===== src/shared/irq_ctl_pkg.sv =====
// package: codes, bit positions and reset values for the interrupt control block
`default_nettype none
package irq_ctl_pkg;
  localparam int MASK_W = 12;                          // mask and code field width
  localparam logic [5:0] OP_MAJOR  = 6'h3F;            // major code 77 octal
  localparam logic [2:0] SUB_CTL5  = 3'h5;             // sub-division 5
  localparam logic [2:0] SUB_CTL7  = 3'h7;             // sub-division 7
  localparam logic [2:0] SUB_SENSE = 3'h4;             // sense interrupt
  localparam logic [2:0] SUB_CPYX  = 3'h2;             // copy external status
  localparam logic [2:0] SUB_CPYI  = 3'h3;             // copy internal status
  // second sub-code under 5
  localparam logic [2:0] F5_CLEAR  = 3'h0;
  localparam logic [2:0] F5_MSET   = 3'h2;
  localparam logic [2:0] F5_MCLR   = 3'h3;
  localparam logic [2:0] F5_PEER   = 3'h7;
  // second sub-code under 7
  localparam logic [2:0] F7_FLOAT  = 3'h1;
  localparam logic [2:0] F7_DEC    = 3'h2;
  localparam logic [2:0] F7_OFF    = 3'h3;
  localparam logic [2:0] F7_ON     = 3'h4;
  // condition positions
  localparam int CH_LO      = 0;
  localparam int CH_HI      = 7;
  localparam int BIT_CLOCK  = 8;
  localparam int BIT_EXPBCD = 9;
  localparam int BIT_ARITH  = 10;
  localparam int BIT_BLOCK  = 11;
  localparam logic [11:0] MASK_RST = 12'h000;          // mask value after reset
  localparam int ACC_HI_LSB = 12;                      // mask lands in bits 23..12
  // decoded instruction word fields
  typedef struct packed {
    logic [5:0]  major;
    logic [2:0]  sub;
    logic [2:0]  fn;
    logic [11:0] code;
  } instr_t;
  // state of the global enable
  typedef enum logic [2:0] {
    GE_OFF  = 3'b001,
    GE_HOLD = 3'b010,
    GE_ON   = 3'b100
  } gen_state_t;
endpackage
`default_nettype wire


===== src/rtl/irq_ctl.sv =====
// interrupt mask, fault flags, global enable and peer interrupt logic
`default_nettype none
module irq_ctl (
  input  wire logic                 MCLK,         // processor clock
  input  wire logic                 RSTN,         // async reset, active low
  input  wire irq_ctl_pkg::instr_t  INSTR,        // instruction being executed
  input  wire logic                 INSTR_VALID,  // one-cycle execute strobe
  input  wire logic [7:0]           CH_INT_INT,   // internal channel events (pulses)
  input  wire logic [7:0]           CH_INT_EXT,   // external channel lines (levels)
  input  wire logic                 CLOCK_EV,     // real-time clock event pulse
  input  wire logic                 ARITH_EV,     // arithmetic/divide fault pulse
  input  wire logic                 EXP_EV,       // exponent overflow pulse
  input  wire logic                 BLOCK_EV,     // block op completion pulse
  input  wire logic                 PEER_ACK,     // peer recognized interrupt
  output logic [11:0]               MASK,         // interrupt enable mask
  output logic [11:0]               COND,         // active condition bits
  output logic [23:0]               ACC_STATUS,   // status copy, mask in upper bits
  output logic                      ACC_LOAD,     // status copy strobe
  output logic                      SENSE_HIT,    // sense matched (no skip)
  output logic                      IRQ_TAKE,     // interrupt may be taken
  output logic                      GLOBAL_EN,    // global interrupt enable
  output logic                      PEER_IRQ      // interrupt to peer processor
);
  // ==========================================================
  // decode
  logic        op5, op7, op_sense, op_cpy;
  logic        do_clear, do_mset, do_mclr, do_peer, do_float, do_dec, do_off, do_on;
  logic [11:0] code;
  always_comb begin
    code     = INSTR.code;
    op5      = INSTR_VALID && INSTR.major == irq_ctl_pkg::OP_MAJOR
               && INSTR.sub == irq_ctl_pkg::SUB_CTL5;
    op7      = INSTR_VALID && INSTR.major == irq_ctl_pkg::OP_MAJOR
               && INSTR.sub == irq_ctl_pkg::SUB_CTL7;
    op_sense = INSTR_VALID && INSTR.major == irq_ctl_pkg::OP_MAJOR
               && INSTR.sub == irq_ctl_pkg::SUB_SENSE;
    op_cpy   = INSTR_VALID && INSTR.major == irq_ctl_pkg::OP_MAJOR
               && (INSTR.sub == irq_ctl_pkg::SUB_CPYX || INSTR.sub == irq_ctl_pkg::SUB_CPYI);
    do_clear = op5 && INSTR.fn == irq_ctl_pkg::F5_CLEAR;
    do_mset  = op5 && INSTR.fn == irq_ctl_pkg::F5_MSET;
    do_mclr  = op5 && INSTR.fn == irq_ctl_pkg::F5_MCLR;
    do_peer  = op5 && INSTR.fn == irq_ctl_pkg::F5_PEER;
    do_float = op7 && INSTR.fn == irq_ctl_pkg::F7_FLOAT;
    do_dec   = op7 && INSTR.fn == irq_ctl_pkg::F7_DEC;
    do_off   = op7 && INSTR.fn == irq_ctl_pkg::F7_OFF;
    do_on    = op7 && INSTR.fn == irq_ctl_pkg::F7_ON;
  end

  // at most one control operation per instruction
  decode_one_a: assert property (@(posedge MCLK) disable iff (!RSTN)
    $onehot0({do_clear, do_mset, do_mclr, do_peer, do_float, do_dec, do_off, do_on}))
    else $error("two operations decoded at once");

  // ==========================================================
  // mask register
  logic [11:0] mask_q, mask_d;
  always_comb begin
    mask_d = mask_q;
    if (do_mset) begin
      mask_d = mask_q | code;
    end else if (do_mclr) begin
      mask_d = mask_q & ~code;
    end
  end
  always_ff @(posedge MCLK or negedge RSTN) begin
    if (!RSTN) begin
      mask_q <= irq_ctl_pkg::MASK_RST;
    end else begin
      mask_q <= mask_d;
    end
  end

  // mask bits move only under set and clear codes, and only where selected
  mask_set_a: assert property (@(posedge MCLK) disable iff (!RSTN)
    do_mset |=> (mask_q & $past(code)) == $past(code))
    else $error("mask set failed");
  mask_clr_a: assert property (@(posedge MCLK) disable iff (!RSTN)
    do_mclr |=> (mask_q & $past(code)) == 12'h000)
    else $error("mask clear failed");
  mask_others_a: assert property (@(posedge MCLK) disable iff (!RSTN)
    do_mset || do_mclr |=> (mask_q & ~$past(code)) == ($past(mask_q) & ~$past(code)))
    else $error("mask operation touched other bits");
  mask_keep_a: assert property (@(posedge MCLK) disable iff (!RSTN)
    !do_mset && !do_mclr |=> $stable(mask_q))
    else $error("mask changed without an operation");

  // ==========================================================
  // internal condition flip-flops, set wins over clear
  logic [11:0] intl_q, intl_d, set_v, clr_v;
  logic        flt_q, flt_d, bcd_q, bcd_d;
  logic [11:0] sense_clr;
  always_comb begin
    set_v = '0;
    set_v[irq_ctl_pkg::CH_HI:irq_ctl_pkg::CH_LO] = CH_INT_INT;
    set_v[irq_ctl_pkg::BIT_CLOCK]  = CLOCK_EV;
    set_v[irq_ctl_pkg::BIT_EXPBCD] = EXP_EV;
    set_v[irq_ctl_pkg::BIT_ARITH]  = ARITH_EV;
    set_v[irq_ctl_pkg::BIT_BLOCK]  = BLOCK_EV;
    sense_clr = '0;
    if (op_sense) begin
      sense_clr[11:8] = code[11:8] & intl_q[11:8];
    end
    clr_v = (do_clear ? code : 12'h000) | sense_clr;
    intl_d = (intl_q & ~clr_v) | set_v;
    flt_d = do_float | (flt_q & ~clr_v[irq_ctl_pkg::BIT_EXPBCD]);
    bcd_d = do_dec | (bcd_q & ~clr_v[irq_ctl_pkg::BIT_EXPBCD]);
  end
  always_ff @(posedge MCLK or negedge RSTN) begin
    if (!RSTN) begin
      intl_q <= 12'h000;
      flt_q  <= 1'b0;
      bcd_q  <= 1'b0;
    end else begin
      intl_q <= intl_d;
      flt_q  <= flt_d;
      bcd_q  <= bcd_d;
    end
  end

  // events latch, selected faults clear, sensed bits 11..8 of the latch drop, channel bits stay
  // an event in the cycle of its clear must survive, hence the masked past
  event_latch_a: assert property (@(posedge MCLK) disable iff (!RSTN)
    set_v != 12'h000 |=> (intl_q & $past(set_v)) == $past(set_v))
    else $error("event not latched");
  clock_bit_a: assert property (@(posedge MCLK) disable iff (!RSTN)
    CLOCK_EV |=> COND[irq_ctl_pkg::BIT_CLOCK])
    else $error("clock event not on bit 8");
  block_bit_a: assert property (@(posedge MCLK) disable iff (!RSTN)
    BLOCK_EV |=> COND[irq_ctl_pkg::BIT_BLOCK])
    else $error("block event not on bit 11");
  fault_clear_a: assert property (@(posedge MCLK) disable iff (!RSTN)
    do_clear |=> (intl_q & $past(code) & ~$past(set_v)) == 12'h000)
    else $error("selected fault not cleared");
  flag_clear_a: assert property (@(posedge MCLK) disable iff (!RSTN)
    do_clear && code[irq_ctl_pkg::BIT_EXPBCD] |=> !flt_q && !bcd_q)
    else $error("fault flip-flop not cleared");
  sense_clear_a: assert property (@(posedge MCLK) disable iff (!RSTN)
    op_sense |=> (intl_q[11:8] & $past(code[11:8]) & ~$past(set_v[11:8])) == 4'h0)
    else $error("sensed condition not cleared");
  sense_keep_a: assert property (@(posedge MCLK) disable iff (!RSTN)
    op_sense |=> (intl_q[7:0] & $past(intl_q[7:0])) == $past(intl_q[7:0]))
    else $error("sense cleared a channel bit");
  float_path_a: assert property (@(posedge MCLK) disable iff (!RSTN)
    do_float |=> COND[irq_ctl_pkg::BIT_EXPBCD])
    else $error("float fault not on bit 9");
  dec_path_a: assert property (@(posedge MCLK) disable iff (!RSTN)
    do_dec |=> COND[irq_ctl_pkg::BIT_EXPBCD])
    else $error("decimal fault not on bit 9");

  // condition vector; external lines merged, never stored here
  always_comb begin
    COND = intl_q;
    COND[irq_ctl_pkg::CH_HI:irq_ctl_pkg::CH_LO] = intl_q[7:0] | CH_INT_EXT;
    COND[irq_ctl_pkg::BIT_EXPBCD] = intl_q[irq_ctl_pkg::BIT_EXPBCD] | flt_q | bcd_q;
  end

  // external lines pass through a clear untouched
  // they are levels owned by the channel, so nothing here can drop them
  ext_keep_a: assert property (@(posedge MCLK) disable iff (!RSTN)
    do_clear && CH_INT_EXT != 8'h00 |=>
      (COND[irq_ctl_pkg::CH_HI:irq_ctl_pkg::CH_LO] & CH_INT_EXT) == CH_INT_EXT)
    else $error("external line cleared");

  // ==========================================================
  // global enable with one-instruction hold-off
  irq_ctl_pkg::gen_state_t ge_q, ge_d;
  always_comb begin
    ge_d = ge_q;
    case (ge_q)
      irq_ctl_pkg::GE_OFF: begin
        if (do_on) ge_d = irq_ctl_pkg::GE_HOLD;
      end
      irq_ctl_pkg::GE_HOLD: begin
        if (do_off) ge_d = irq_ctl_pkg::GE_OFF;
        else if (INSTR_VALID && !do_on) ge_d = irq_ctl_pkg::GE_ON;
      end
      irq_ctl_pkg::GE_ON: begin
        if (do_off) ge_d = irq_ctl_pkg::GE_OFF;
      end
      default: ge_d = irq_ctl_pkg::GE_OFF;
    endcase
  end
  always_ff @(posedge MCLK or negedge RSTN) begin
    if (!RSTN) begin
      ge_q <= irq_ctl_pkg::GE_OFF;
    end else begin
      ge_q <= ge_d;
    end
  end
  assign GLOBAL_EN = ge_q == irq_ctl_pkg::GE_ON;
  assign IRQ_TAKE  = GLOBAL_EN && |(COND & mask_q);
  assign MASK      = mask_q;

  // enable waits one instruction, disable and gating act at once
  // a repeated enable keeps holding, so a stream of enables never opens the gate
  enable_delay_a: assert property (@(posedge MCLK) disable iff (!RSTN)
    do_on && !GLOBAL_EN |=> !GLOBAL_EN)
    else $error("enable took effect at once");
  enable_rise_a: assert property (@(posedge MCLK) disable iff (!RSTN)
    $rose(GLOBAL_EN) |-> $past(ge_q == irq_ctl_pkg::GE_HOLD && INSTR_VALID && !do_on))
    else $error("enable rose without one more instruction");
  enable_after_a: assert property (@(posedge MCLK) disable iff (!RSTN)
    ge_q == irq_ctl_pkg::GE_HOLD && INSTR_VALID && !do_on && !do_off |=> GLOBAL_EN)
    else $error("enable did not follow next instruction");
  off_stays_a: assert property (@(posedge MCLK) disable iff (!RSTN)
    !GLOBAL_EN && !do_on && ge_q != irq_ctl_pkg::GE_HOLD |=> !GLOBAL_EN)
    else $error("enable rose without an enable operation");
  disable_now_a: assert property (@(posedge MCLK) disable iff (!RSTN)
    do_off |=> !IRQ_TAKE)
    else $error("interrupt taken after disable");
  take_gate_a: assert property (@(posedge MCLK) disable iff (!RSTN)
    IRQ_TAKE |-> GLOBAL_EN && (COND & MASK) != 12'h000)
    else $error("ungated take");
  float_take_a: assert property (@(posedge MCLK) disable iff (!RSTN)
    flt_q && MASK[irq_ctl_pkg::BIT_EXPBCD] && GLOBAL_EN |-> IRQ_TAKE)
    else $error("float fault not taken");

  // ==========================================================
  // peer interrupt request
  logic peer_q, peer_d;
  always_comb begin
    peer_d = do_peer | (peer_q & ~PEER_ACK);
  end
  always_ff @(posedge MCLK or negedge RSTN) begin
    if (!RSTN) begin
      peer_q <= 1'b0;
    end else begin
      peer_q <= peer_d;
    end
  end
  assign PEER_IRQ = peer_q;

  // request rises on the operation and holds until recognised
  // a new request in the cycle of recognition wins, so it is not lost
  peer_raise_a: assert property (@(posedge MCLK) disable iff (!RSTN)
    do_peer |=> PEER_IRQ)
    else $error("peer irq not raised");
  peer_quiet_a: assert property (@(posedge MCLK) disable iff (!RSTN)
    !PEER_IRQ && !do_peer |=> !PEER_IRQ)
    else $error("peer irq rose on its own");
  peer_hold_a: assert property (@(posedge MCLK) disable iff (!RSTN)
    PEER_IRQ && !PEER_ACK |=> PEER_IRQ)
    else $error("peer irq dropped early");
  peer_drop_a: assert property (@(posedge MCLK) disable iff (!RSTN)
    PEER_IRQ && PEER_ACK && !do_peer |=> !PEER_IRQ)
    else $error("peer irq not released");

  // ==========================================================
  // status copy and sense result, registered
  logic [23:0] acc_q, acc_d;
  logic        ld_q, hit_q, hit_d;
  always_comb begin
    acc_d = acc_q;
    if (op_cpy) begin
      acc_d = 24'h000000;
      acc_d[irq_ctl_pkg::ACC_HI_LSB +: irq_ctl_pkg::MASK_W] = mask_q;
    end
    hit_d = op_sense && |(code & COND);
  end
  always_ff @(posedge MCLK or negedge RSTN) begin
    if (!RSTN) begin
      acc_q <= 24'h000000;
      ld_q  <= 1'b0;
      hit_q <= 1'b0;
    end else begin
      acc_q <= acc_d;
      ld_q  <= op_cpy;
      hit_q <= hit_d;
    end
  end
  assign ACC_STATUS = acc_q;
  assign ACC_LOAD   = ld_q;
  assign SENSE_HIT  = hit_q;

  // status copy loads once and holds, sense result follows the compare
  copy_mask_a: assert property (@(posedge MCLK) disable iff (!RSTN)
    op_cpy |=> ACC_STATUS == {$past(mask_q), 12'h000} && ACC_LOAD)
    else $error("status copy wrong");
  copy_keep_a: assert property (@(posedge MCLK) disable iff (!RSTN)
    !op_cpy |=> !ACC_LOAD && $stable(ACC_STATUS))
    else $error("status changed without a copy");
  sense_hit_a: assert property (@(posedge MCLK) disable iff (!RSTN)
    op_sense |=> SENSE_HIT == ($past(code & COND) != 12'h000))
    else $error("sense result wrong");
  hit_quiet_a: assert property (@(posedge MCLK) disable iff (!RSTN)
    !op_sense |=> !SENSE_HIT)
    else $error("sense result without a sense");
endmodule // irq_ctl
`default_nettype wire


===== config.mk =====
export PLATFORM = sky130hd
export DESIGN_NAME = irq_ctl
export DESIGN_NICKNAME = d
export VERILOG_FILES = /design/src/shared/irq_ctl_pkg.sv /design/src/rtl/irq_ctl.sv
export SDC_FILE = /design/constraint.sdc
export NUM_CORES = 1
export LEC_CHECK = 0
export ABC_AREA = 0
export CAP_MARGIN = 15
export CORE_MARGIN = 2
export CORE_UTILIZATION = 60
export CTS_BUF_LIST = sky130_fd_sc_hd__clkbuf_8 sky130_fd_sc_hd__clkbuf_16
export DETAILED_ROUTE_END_ITERATION = 10
export DONT_BUFFER_PORTS = 1
export PLACE_DENSITY_LB_ADDON = 0.25
export SYNTH_ARGS = -nofsm -noshare
export SYNTH_HDL_FRONTEND = slang
export SYNTH_SLANG_ARGS = --single-unit

===== constraint.sdc =====
create_clock -name MCLK -period 1.75 [get_ports MCLK]
set_input_delay 0.0875 -clock MCLK [delete_from_list [all_inputs] [get_ports MCLK]]
set_output_delay 0.0875 -clock MCLK [all_outputs]
set_load 0.1 [all_outputs]

==> metrics.txt, run 1 <==
status=finished with violations; failing checks=negative hold slack, negative setup slack; CTS resizes=0; max_cap viols=0; Area Growth Syn to Fin=37.9%; Die Ht=65.0 µm; fin crit share=114%; Synthesis Warnings=0; multiplexer share of the synthesized area=12.1%; Simple-Gate Fraction of Synth Area=17.8%; initial antenna violation count=0; peak supply drop=between 0.0005 and 0.0006 V; Final #Nets=between 300 and 400; Reg-to-Reg Start=intl_q[10]; Final HPWL DP=4020 µm; area leader, netlist=dfrtp_1; n_diodes=0; vias per cell=5.79; synthesized area=around 2200 µm²; layout cells sized above 1=about a third; CP Cell Sequence=or2_4 -> a22o_1 -> a221o_1 -> o31a_4; Netlist cell types=42; Final ANT Viol Nets=0; worst-case clock buffer depth=2; Worst Hold Launch=INSTR[6]; critical path's top delay family=compound AO/OA/AOI/OAI gates; LEAKAGE=0.00134 µW; global-route wire length before repair=10,300 µm; Cell Rows=22; final hold slack=-29.5 ps; Compound-Gate Fraction of Synth Area=12.6%; TritonCTS clock tree=yes; Die ar.=approximately 4200 µm²; Setup WS post-layout=-242 ps; core area=3610 µm²; Worst-path clk slew=80 ps; Residual DRC=0; Vias=approximately 1,900; vias in the first global route=2,163; Buf+Inv Stages, Crit Path=0; Startpoint Class=register; routed wire length=6340 µm; R2R Setup Slk=190 ps; WHS Endpoint=intl_q[6]; Num CTS Buffers=5; Placer Congestion=0.823; R2R depth=3; chip width=65.0 µm; Worst Tran Pin Value=692 ps; #FFs+latches synth=44; RSZ-0062 raised after global routing=yes; routed len/inst=19.2 µm; fin area=between 3000 and 4000 µm²; Skew-Pair Late Insertion Delay=roughly 300 ps; Cell Pwr Density=roughly 660 nW/µm²; worst rel slew slack=53.5%; Worst Path Required=around 1700 ps; largest net degree at the start of global routing=45; I/O pins=about 100; multi-input logic area=between 1000 and 1500 µm²; DR pass1 iterations=4; skew final=6.28 ps; fmax=502 MHz; Slowest Stage Delay on Critical Path=470 ps; FF-to-FF End=intl_q[10]; Tmin final=1990 ps; hold depth=2; Overflow after GRT=0; Synth Area in Adders=0%; Post-Synthesis Cells=198; Final TNS setup=-242 ps; DP Area=2550 µm²; register area=1110 µm²; # setup viols final=1; Final Hold Viols=3; Total GRT Usage=32.4%; 1st-iter DRT viols=around 130; HP Class=in2reg; top cell type's share of synthesized area=slightly below 50%; clock sink count=44; slowest CP cell=o31a_4; Seq/Total Area, Yosys=49.4%; max-slew violations=0; PortBufs=0; Tot Pwr=2030 µW; synthesized area per cell=11.3 µm²; CTS H-tree depth=2; ranking of synthesized cells by area=dfrtp_1 48%, mux2_2 7.1%, buf_4 5.7%, mux2_1 5.1%, nand2_1 4.4%; starting density of the core=between 60% and 70%; Place WS=roughly 61 ps; crit end category=output port; maximum fanout along the worst path=3; clk root buf=clkbuf_8; Fillers=roughly 200; Critical Path AT=1900 ps; Crit Path Class=reg2out; xor and xnor fraction of the mapped netlist area=0.786%; largest family of logic cells by synthesized area=simple AND/OR/NAND/NOR gates
==> cell usage in the layout (no fill, tap or decap), drive strengths merged, types with 2 or more instances in the layout <==
master and count:
mux2 24, nand3 5, nor2 4, nand3b 2, nor3 4, a32o 2, a221o 3, or2 8
a21o 12, inv 5, nand2b 2, o21ai 10, conb 12, nor4 4, clkbuf 5, buf 47
a22o 3, or3 2, dlygate4sd3 37, nand4 5, nand2 26, dfrtp 43
==> timing repair <==
item / 4_1_cts / 5_1_grt
buffers inserted: 1 / 3
endpoints found under the setup margin: 1 / 9
hold buffers: 41 / 0
pin swaps: 2 / 3
hold endpoints to repair: 69 / 0
==> logic make-up after synthesis <==
family / after synthesis
other: 1
buffers and inverters: 23
AOI/OAI and AO/OA: 38
muxes: 24
and+or+nand+nor: 66
xor gates and xnor gates: 2
DFF: 44
==> final cells by class <==
class / count / area share, %
clock buffers: 5 / 2.24
inverters: 4 / 0.488
flip-flops and latches: 44 / 36.1
repair buffers: 84 / 23.9
multi-input cells: 142 / 34.1
well taps: 48 / 1.95
clock inverters: 3 / 1.26
==> metal layers <==
metal	vias up	routed length, µm	GRT usage (%)	part of all wire, %
met1	940	2310	34.7	36
met4	0	110	10.9	1.7
met3	13	538	9.20	8.5
met5	-	0	0	0
li1	858	-	-	-
met2	99	3390	60.6	53
==> stage by stage <==
| step | utilization, % | std cells |
|---|---|---|
| finish | 85.3 | 330 |
| global route | 85.3 | 330 |
| CTS | 85.5 | 330 |
| detailed placement | 70.6 | 280 |
| global placement | 70.6 | 280 |
| floorplan | - | 209 |
==> worst max-delay path by stage <==
stage	slack, ps	depth (start not counted)	startpoint	end
global placement	100	4	intl_q[6]	IRQ_TAKE
finish	-240	4	intl_q[6]	IRQ_TAKE
CTS	-240	4	intl_q[5]	IRQ_TAKE
global route	-270	4	intl_q[6]	IRQ_TAKE
floorplan	-50	4	intl_q[6]	IRQ_TAKE
detailed placement	60	4	intl_q[6]	IRQ_TAKE
==> Yosys cell counts, drive strengths merged <==
| cell type | instances |
|---|---|
| dfrtp | 43 |
| nand2 | 26 |
| mux2 | 24 |
| buf | 18 |
| a21o | 12 |
| o21ai | 10 |
| or2 | 8 |
| nand3 | 5 |
| nand4 | 5 |
| inv | 4 |
| nor2 | 4 |
| nor3 | 4 |
| nor4 | 4 |
| a221o | 3 |
| a22o | 3 |
| a32o | 2 |
| nand2b | 2 |
| nand3b | 2 |
| or3 | 2 |
| a21oi | 1 |
| a221oi | 1 |
| a222oi | 1 |
| a311oi | 1 |
| a41oi | 1 |
| clkbuf | 1 |
| conb | 1 |
| dfstp | 1 |
| nor2b | 1 |
| nor3b | 1 |
| nor4b | 1 |
| o22ai | 1 |
| o31a | 1 |
| o31ai | 1 |
| or4b | 1 |
| xnor2 | 1 |
| xor2 | 1 |
==> worst register-to-register path: cells and delay by family (launching register included) <==
family / cells / cell delay, ps
compound gates: 1 / 200
buf+inv: 2 / 820
flops: 1 / 430
==> power breakdown <==
part           internal [µW]  switching, µW
Combinational           62.1            181
Sequential              1020           1.24
Clock                    418            347
Total                   1500            530
Power figures use the tool's default switching activity.
==> inputs of run 2 (changes only) <==
--- a/config.mk
+++ b/config.mk
@@ -5,7 +5,7 @@
 export SDC_FILE = /design/constraint.sdc
 export NUM_CORES = 1
 export LEC_CHECK = 0
-export ABC_AREA = 0
+export ABC_AREA = 1
 export CAP_MARGIN = 15
 export CORE_MARGIN = 2
 export CORE_UTILIZATION = 60
==> metrics.txt, run 2 <==
EDFF count, synth=0 (unchanged); most common cell after layout, fill and taps aside=nand2_1 (was buf_4); Final Hold Viols=0 (was 3); Overflow after GRT=0 (unchanged); Area Growth Syn to Fin=35.2% (was 37.9%); slowest CP cell=dfrtp_1 (was o31a_4); Buf+Inv Stages, Crit Path=2 (was 0); Post-Synthesis Cells=309 (was 198); initial antenna violation count=0 (unchanged); register area=1110 µm² (about the same); multiplexer share of the synthesized area=0% (was 12.1%); top cell type's share of synthesized area=46.1% (was 48.3%); ranking of synthesized cells by area=dfrtp_1 46%, nand2_1 18%, inv_1 8.4%, buf_4 4.8%, o21ai_0 3.2% (was dfrtp_1 48%, mux2_2 7.1%, buf_4 5.7%, mux2_1 5.1%, nand2_1 4.4%); Tmin final=1750 ps (was 1990 ps); DR pass1 iterations=4 (unchanged); layout cells sized above 1=21.1% (was 32.6%); clk root buf=clkbuf_8 (unchanged); routed len/inst=14.9 µm (was 19.2 µm); status=completed (was finished with violations); CTS H-tree depth=2 (unchanged); #FFs+latches synth=44 (unchanged); Cell Rows=22 (unchanged); HP Class=in2reg (unchanged); fin crit share=99.9% (was 114%); Residual DRC=0 (unchanged); synthesized area per cell=7.55 µm² (was 11.3 µm²); Synth top cells by count=109 x nand2_1, 52 x inv_1, 43 x dfrtp_1, 15 x buf_4, 15 x o21ai_0 (was 43 x dfrtp_1, 26 x nand2_1, 17 x buf_4, 14 x mux2_2, 12 x a21o_1); max_cap viols=0 (unchanged); maximum fanout along the worst path=2 (was 3); Post-synth ARST share=100% (unchanged); Crit Path Class=reg2out (unchanged); top-count cell post-synth=nand2_1 (was dfrtp_1); max-slew violations=0 (unchanged); Final HPWL DP=4050 µm (was 4020 µm); global-route wire length before repair=10,100 µm (was 10,300 µm); xor and xnor fraction of the mapped netlist area=0% (was 0.786%); chip width=66.4 µm (was 65.0 µm); largest family of logic cells by synthesized area=simple AND/OR/NAND/NOR gates (unchanged); Synth Area in Adders=0% (unchanged); Skew-Pair Late Insertion Delay=300 ps (about the same); worst-case clock buffer depth=2 (unchanged); DP Area=2650 µm² (was 2550 µm²); Critical Path AT=1660 ps (was 1900 ps); routed wire length=6420 µm (was 6340 µm); crit end category=output port (unchanged); fmax=572 MHz (was 502 MHz); clock sink count=44 (unchanged); multi-input logic area=988 µm² (was 1050 µm²); # setup viols final=0 (was 1); Slowest Stage Delay on Critical Path=380 ps (was 470 ps); 1st-iter DRT viols=158 (was 125); Top FF cell, synth=dfrtp_1 (unchanged); Num CTS Buffers=5 (unchanged); Startpoint Class=register (unchanged); largest net degree at the start of global routing=45 (unchanged); CP most frequent cell=nand2_4; Total GRT Usage=31.0% (was 32.4%); Netlist cell types=26 (was 42); vias per cell=5.08 (was 5.79); synthesized area=2330 µm² (was 2230 µm²); Vias=2,189 (was 1,910); peak supply drop=0.000619 V (was 0.000536 V); most frequent cells in the layout=104 x nand2_1, 52 x inv_1, 40 x buf_4 (was 46 x buf_4, 37 x dfrtp_1, 37 x dlygate4sd3_1); area leader, netlist=dfrtp_1 (unchanged); Die ar.=4400 µm² (was 4220 µm²); Die Ht=66.4 µm (was 65.0 µm); Final ANT Viol Nets=0 (unchanged); final core utilization=85.5% (was 85.3%); starting density of the core=63.3% (was 61.8%); LEAKAGE=0.00170 µW (was 0.00134 µW); Synthesis Warnings=0 (unchanged); Fillers=219 (was 198); Worst Path Required=1660 ps (about the same); vias in the first global route=2,234 (was 2,163); fin area=3150 µm² (was 3080 µm²); Cell Pwr Density=769 nW/µm² (was 659 nW/µm²); Compound-Gate Fraction of Synth Area=8.95% (was 12.6%); Placer Congestion=0.840 (was 0.823); setup bufs post-CTS=0 (was 1); I/O pins=101 (unchanged); CP Cell Sequence=or2_4 -> nand2_4 -> nand2_4 -> nor3_4 -> nand3_2 -> nand2_2 -> clkinvlp_4 -> buf_12 (was or2_4 -> a22o_1 -> a221o_1 -> o31a_4); Worst-path clk slew=80 ps (about the same); Final #Nets=430 (was 329); Simple-Gate Fraction of Synth Area=28.5% (was 17.8%); TritonCTS clock tree=yes (unchanged); critical path's top delay family=simple AND/OR/NAND/NOR gates (was compound AO/OA/AOI/OAI gates); skew final=6.95 ps (was 6.28 ps); core area=3690 µm² (was 3610 µm²); PortBufs=0 (unchanged); n_diodes=0 (unchanged); RSZ-0062 raised after global routing=yes (unchanged); Seq/Total Area, Yosys=47.2% (was 49.4%)
## run 2: cell types whose count changed after synthesis, moves of 3 or more
| cell | previous run | this run |
|---|---|---|
| a21o_1 | 12 | 0 |
| a21oi_1 | 1 | 11 |
| a221o_1 | 3 | 0 |
| a22o_1 | 3 | 0 |
| inv_1 | 4 | 52 |
| mux2_1 | 10 | 0 |
| mux2_2 | 14 | 0 |
| nand2_1 | 26 | 109 |
| nand3_1 | 5 | 11 |
| nor2_2 | 0 | 3 |
| nor3_1 | 4 | 7 |
| o21ai_0 | 10 | 15 |
| o21ai_1 | 0 | 13 |
| or2_2 | 8 | 4 |
## run 2: kinds of logic (layout without fill, tap and decap cells)
| group | Yosys count | count (layout) |
|---|---|---|
| other cells | 1 | 12 |
| buf+inv | 72 | 135 |
| compound gates | 41 | 41 |
| flops | 44 | 44 |
| simple gates | 151 | 151 |
## run 2: tightest hold or removal path, stage by stage
cell and delay, ps:
inv_1 70, o21ai_1 70, nand2_1 60
## run 2: worst paths after layout
path,startpoint,cells after the start,to,slack [ps]
min in group asynchronous,RSTN,2,ACC_STATUS[12],260
setup / recovery,intl_q[7],8,IRQ_TAKE,2
hold / removal,INSTR[4],3,register,20
setup reg to reg,intl_q[7],8,SENSE_HIT,230
max in group asynchronous,RSTN,2,ge_q[0],1230
hold reg to reg,ACC_STATUS[20],2,ACC_STATUS[20],490
## run 2: routing by layer
metal / part of all wire (%) / up-vias / GRT usage, % / wire (µm)
li1: - / 1077 / - / -
met1: 38 / 1003 / 35.0 / 2450
met2: 52 / 99 / 55.0 / 3350
met3: 8.1 / 10 / 10.2 / 521
met4: 1.4 / 0 / 9.95 / 92
met5: 0 / - / 0 / 0
## run 2: per-stage QoR
| stage | worst slack (ps) | setup TNS (ps) | total power, µW | std cells | hold slack (ps) |
|---|---|---|---|---|---|
| global placement | 181 | 0 | 1450 | 391 | -207 |
| CTS | -98.0 | -98.0 | 2430 | 431 | 1.04 |
| finish | 1.79 | 0 | 2430 | 431 | 17.0 |
| global route | -80.2 | -80.2 | 2520 | 431 | 7.85 |
| detailed placement | 158 | 0 | 1460 | 391 | -207 |
| floorplan | -79.6 | -79.6 | 1440 | 320 | -208 |
## run 2: timing repair
item                                    4_1_cts  5_1_grt
resized for setup                             4        7
hold buffers                                 32        0
endpoints found under the hold margin        72        0
pin swaps                                     4        2
endpoints found under the setup margin        1        1
## run 2: cell type report
type | count | share of cell area [%]
sequential | 44 | 35.2
timing repair buffer | 73 | 20.6
inverter | 54 | 6.70
multi-input combinational | 204 | 31.3
clock buffer | 5 | 2.18
clock inverter | 3 | 2.02
tap | 48 | 1.90
## run 2: report_power, final
group	internal (µW)	total, µW	leakage [µW]	switching (µW)
Combinational	122	437	0.00109	316
Clock	565	900	0.0000695	336
Sequential	1060	1090	0.000535	30.5
==> inputs of run 3 (changes only) <==
--- a/config.mk
+++ b/config.mk
@@ -13,6 +13,7 @@
 export DETAILED_ROUTE_END_ITERATION = 10
 export DONT_BUFFER_PORTS = 1
 export PLACE_DENSITY_LB_ADDON = 0.25
+export SKIP_CTS_REPAIR_TIMING = 1
 export SYNTH_ARGS = -nofsm -noshare
 export SYNTH_HDL_FRONTEND = slang
 export SYNTH_SLANG_ARGS = --single-unit
==> constraint.sdc (replaced) <==
create_clock -name MCLK -period 1.75 [get_ports MCLK]
set_input_delay 0.2625 -clock MCLK [delete_from_list [all_inputs] [get_ports MCLK]]
set_output_delay 0.2625 -clock MCLK [all_outputs]
set_load 0.1 [all_outputs]
==> metrics.txt, run 3 (synthesis results as in run 2) <==
Critical Path AT=1760 ps (was 1660 ps); CTS H-tree depth=2 (unchanged); status=finished with violations (was completed); Num CTS Buffers=5 (unchanged); clk root buf=clkbuf_8 (unchanged); PortBufs=0 (unchanged); Cell Pwr Density=751 nW/µm² (was 769 nW/µm²); Setup WS post-layout=-273 ps (was 1.79 ps); Die ar.=4400 µm² (unchanged); Die Ht=66.4 µm (unchanged); global-route wire length before repair=8450 µm (was 10,100 µm); DR pass1 iterations=4 (unchanged); peak supply drop=0.000588 V (was 0.000619 V); 1st-iter DRT viols=117 (was 158); skew final=8.46 ps (was 6.95 ps); Worst-path clk slew=80 ps (about the same); Tmin final=2020 ps (was 1750 ps); Final Hold Viols=0 (unchanged); final hold slack=59.9 ps (was 17.0 ps); Worst Path Required=1490 ps (was 1660 ps); Residual DRC=0 (unchanged); failing checks=negative setup slack; Total GRT Usage=25.7% (was 31.0%); most common cell after layout, fill and taps aside=nand2_1 (unchanged); Final ANT Viol Nets=0 (unchanged); most frequent cells in the layout=104 x nand2_1, 51 x inv_1, 40 x buf_4 (was 104 x nand2_1, 52 x inv_1, 40 x buf_4); RSZ-0062 raised after global routing=yes (unchanged); Final #Nets=400 (was 430); I/O pins=101 (unchanged); vias per cell=5.09 (was 5.08); # setup viols final=1 (was 0); Overflow after GRT=0 (unchanged); Skew-Pair Late Insertion Delay=290 ps (was 300 ps); crit end category=output port (unchanged); starting density of the core=63.3% (unchanged); vias in the first global route=2,014 (was 2,234); max-slew violations=0 (unchanged); Crit Path Class=reg2out (unchanged); fin crit share=116% (was 99.9%); Cell Rows=22 (unchanged); initial antenna violation count=0 (unchanged); core area=3690 µm² (unchanged); max_cap viols=0 (unchanged); routed wire length=5390 µm (was 6420 µm); Tot Pwr=2090 µW (was 2430 µW); HP Class=in2reg (unchanged); Vias=2,041 (was 2,189); Startpoint Class=register (unchanged); layout cells sized above 1=22.7% (was 21.1%); maximum fanout along the worst path=2 (unchanged); Area Growth Syn to Fin=19.4% (was 35.2%); TritonCTS clock tree=yes (unchanged); Final HPWL DP=4070 µm (was 4050 µm); routed len/inst=13.4 µm (was 14.9 µm); worst-case clock buffer depth=2 (unchanged); largest net degree at the start of global routing=45 (unchanged); clock sink count=44 (unchanged); LEAKAGE=0.00154 µW (was 0.00170 µW); n_diodes=0 (unchanged); chip width=66.4 µm (unchanged); R2R Setup Slk=210 ps (was 230 ps); fmax=494 MHz (was 572 MHz); Placer Congestion=0.815 (was 0.840)
==> run 3: per-layer routing <==
layer / up-vias / track usage, % / wire, µm
met3: 7 / 9.03 / 526
met2: 81 / 44.3 / 2650
li1: 1014 / - / -
met1: 939 / 30.3 / 2170
met4: 0 / 7.14 / 54
met5: - / 0 / 0
==> run 3: final timing paths <==
| kind | cells past startpoint | start | endpoint |
|---|---|---|---|
| worst max-delay path | 8 | intl_q[6] | IRQ_TAKE |
| worst min-delay path | 1 | PEER_ACK | PEER_IRQ |
| worst max register to register | 8 | intl_q[6] | SENSE_HIT |
| worst min register to register | 2 | ACC_STATUS[20] | ACC_STATUS[20] |
| max in group asynchronous | 2 | RSTN | ge_q[0] |
| min in group asynchronous | 2 | RSTN | asynchronous set/reset pin |
==> run 3: final cells by class <==
| type | count | area [µm²] |
|---|---|---|
| clock buffers | 5 | 68.8 |
| inverters | 54 | 211 |
| clock inverters | 3 | 18.8 |
| well taps | 48 | 60.1 |
| flip-flops and latches | 44 | 1110 |
| fillers | 305 | 903 |
| repair buffers | 43 | 358 |
| multi-input cells | 204 | 957 |
==> run 3: critical path, stage by stage, from the launching register on <==
cell        delay [ps]
dfrtp_1            390
or2_4              240
nand2_2             70
nand2_2             60
nor3_2             180
nand3_1            160
nand2_2            110
clkinvlp_4          90
buf_12             170
==> run 3: stage by stage <==
step           instance area (µm²)  TNS [ps]  setup WS [ps]  utilization [%]  instances
6_report                      2790      -273           -273             75.5        401
5_1_grt                       2790      -354           -354             75.5        401
4_1_cts                       2730      -326           -326             74.1        399
3_5_place_dp                  2650         0           6.08             71.7        391
3_3_place_gp                  2650   -0.0707        -0.0707             71.7        391
2_1_floorplan                 2410      -255           -255                -        320
==> run 3: where the power goes <==
group / total [µW] / switching, µW / internal (µW) / leakage [µW]
Clock: 621 / 343 / 278 / 0.0000479
Sequential: 1090 / 29.1 / 1060 / 0.000535
Combinational: 384 / 303 / 81.8 / 0.000955
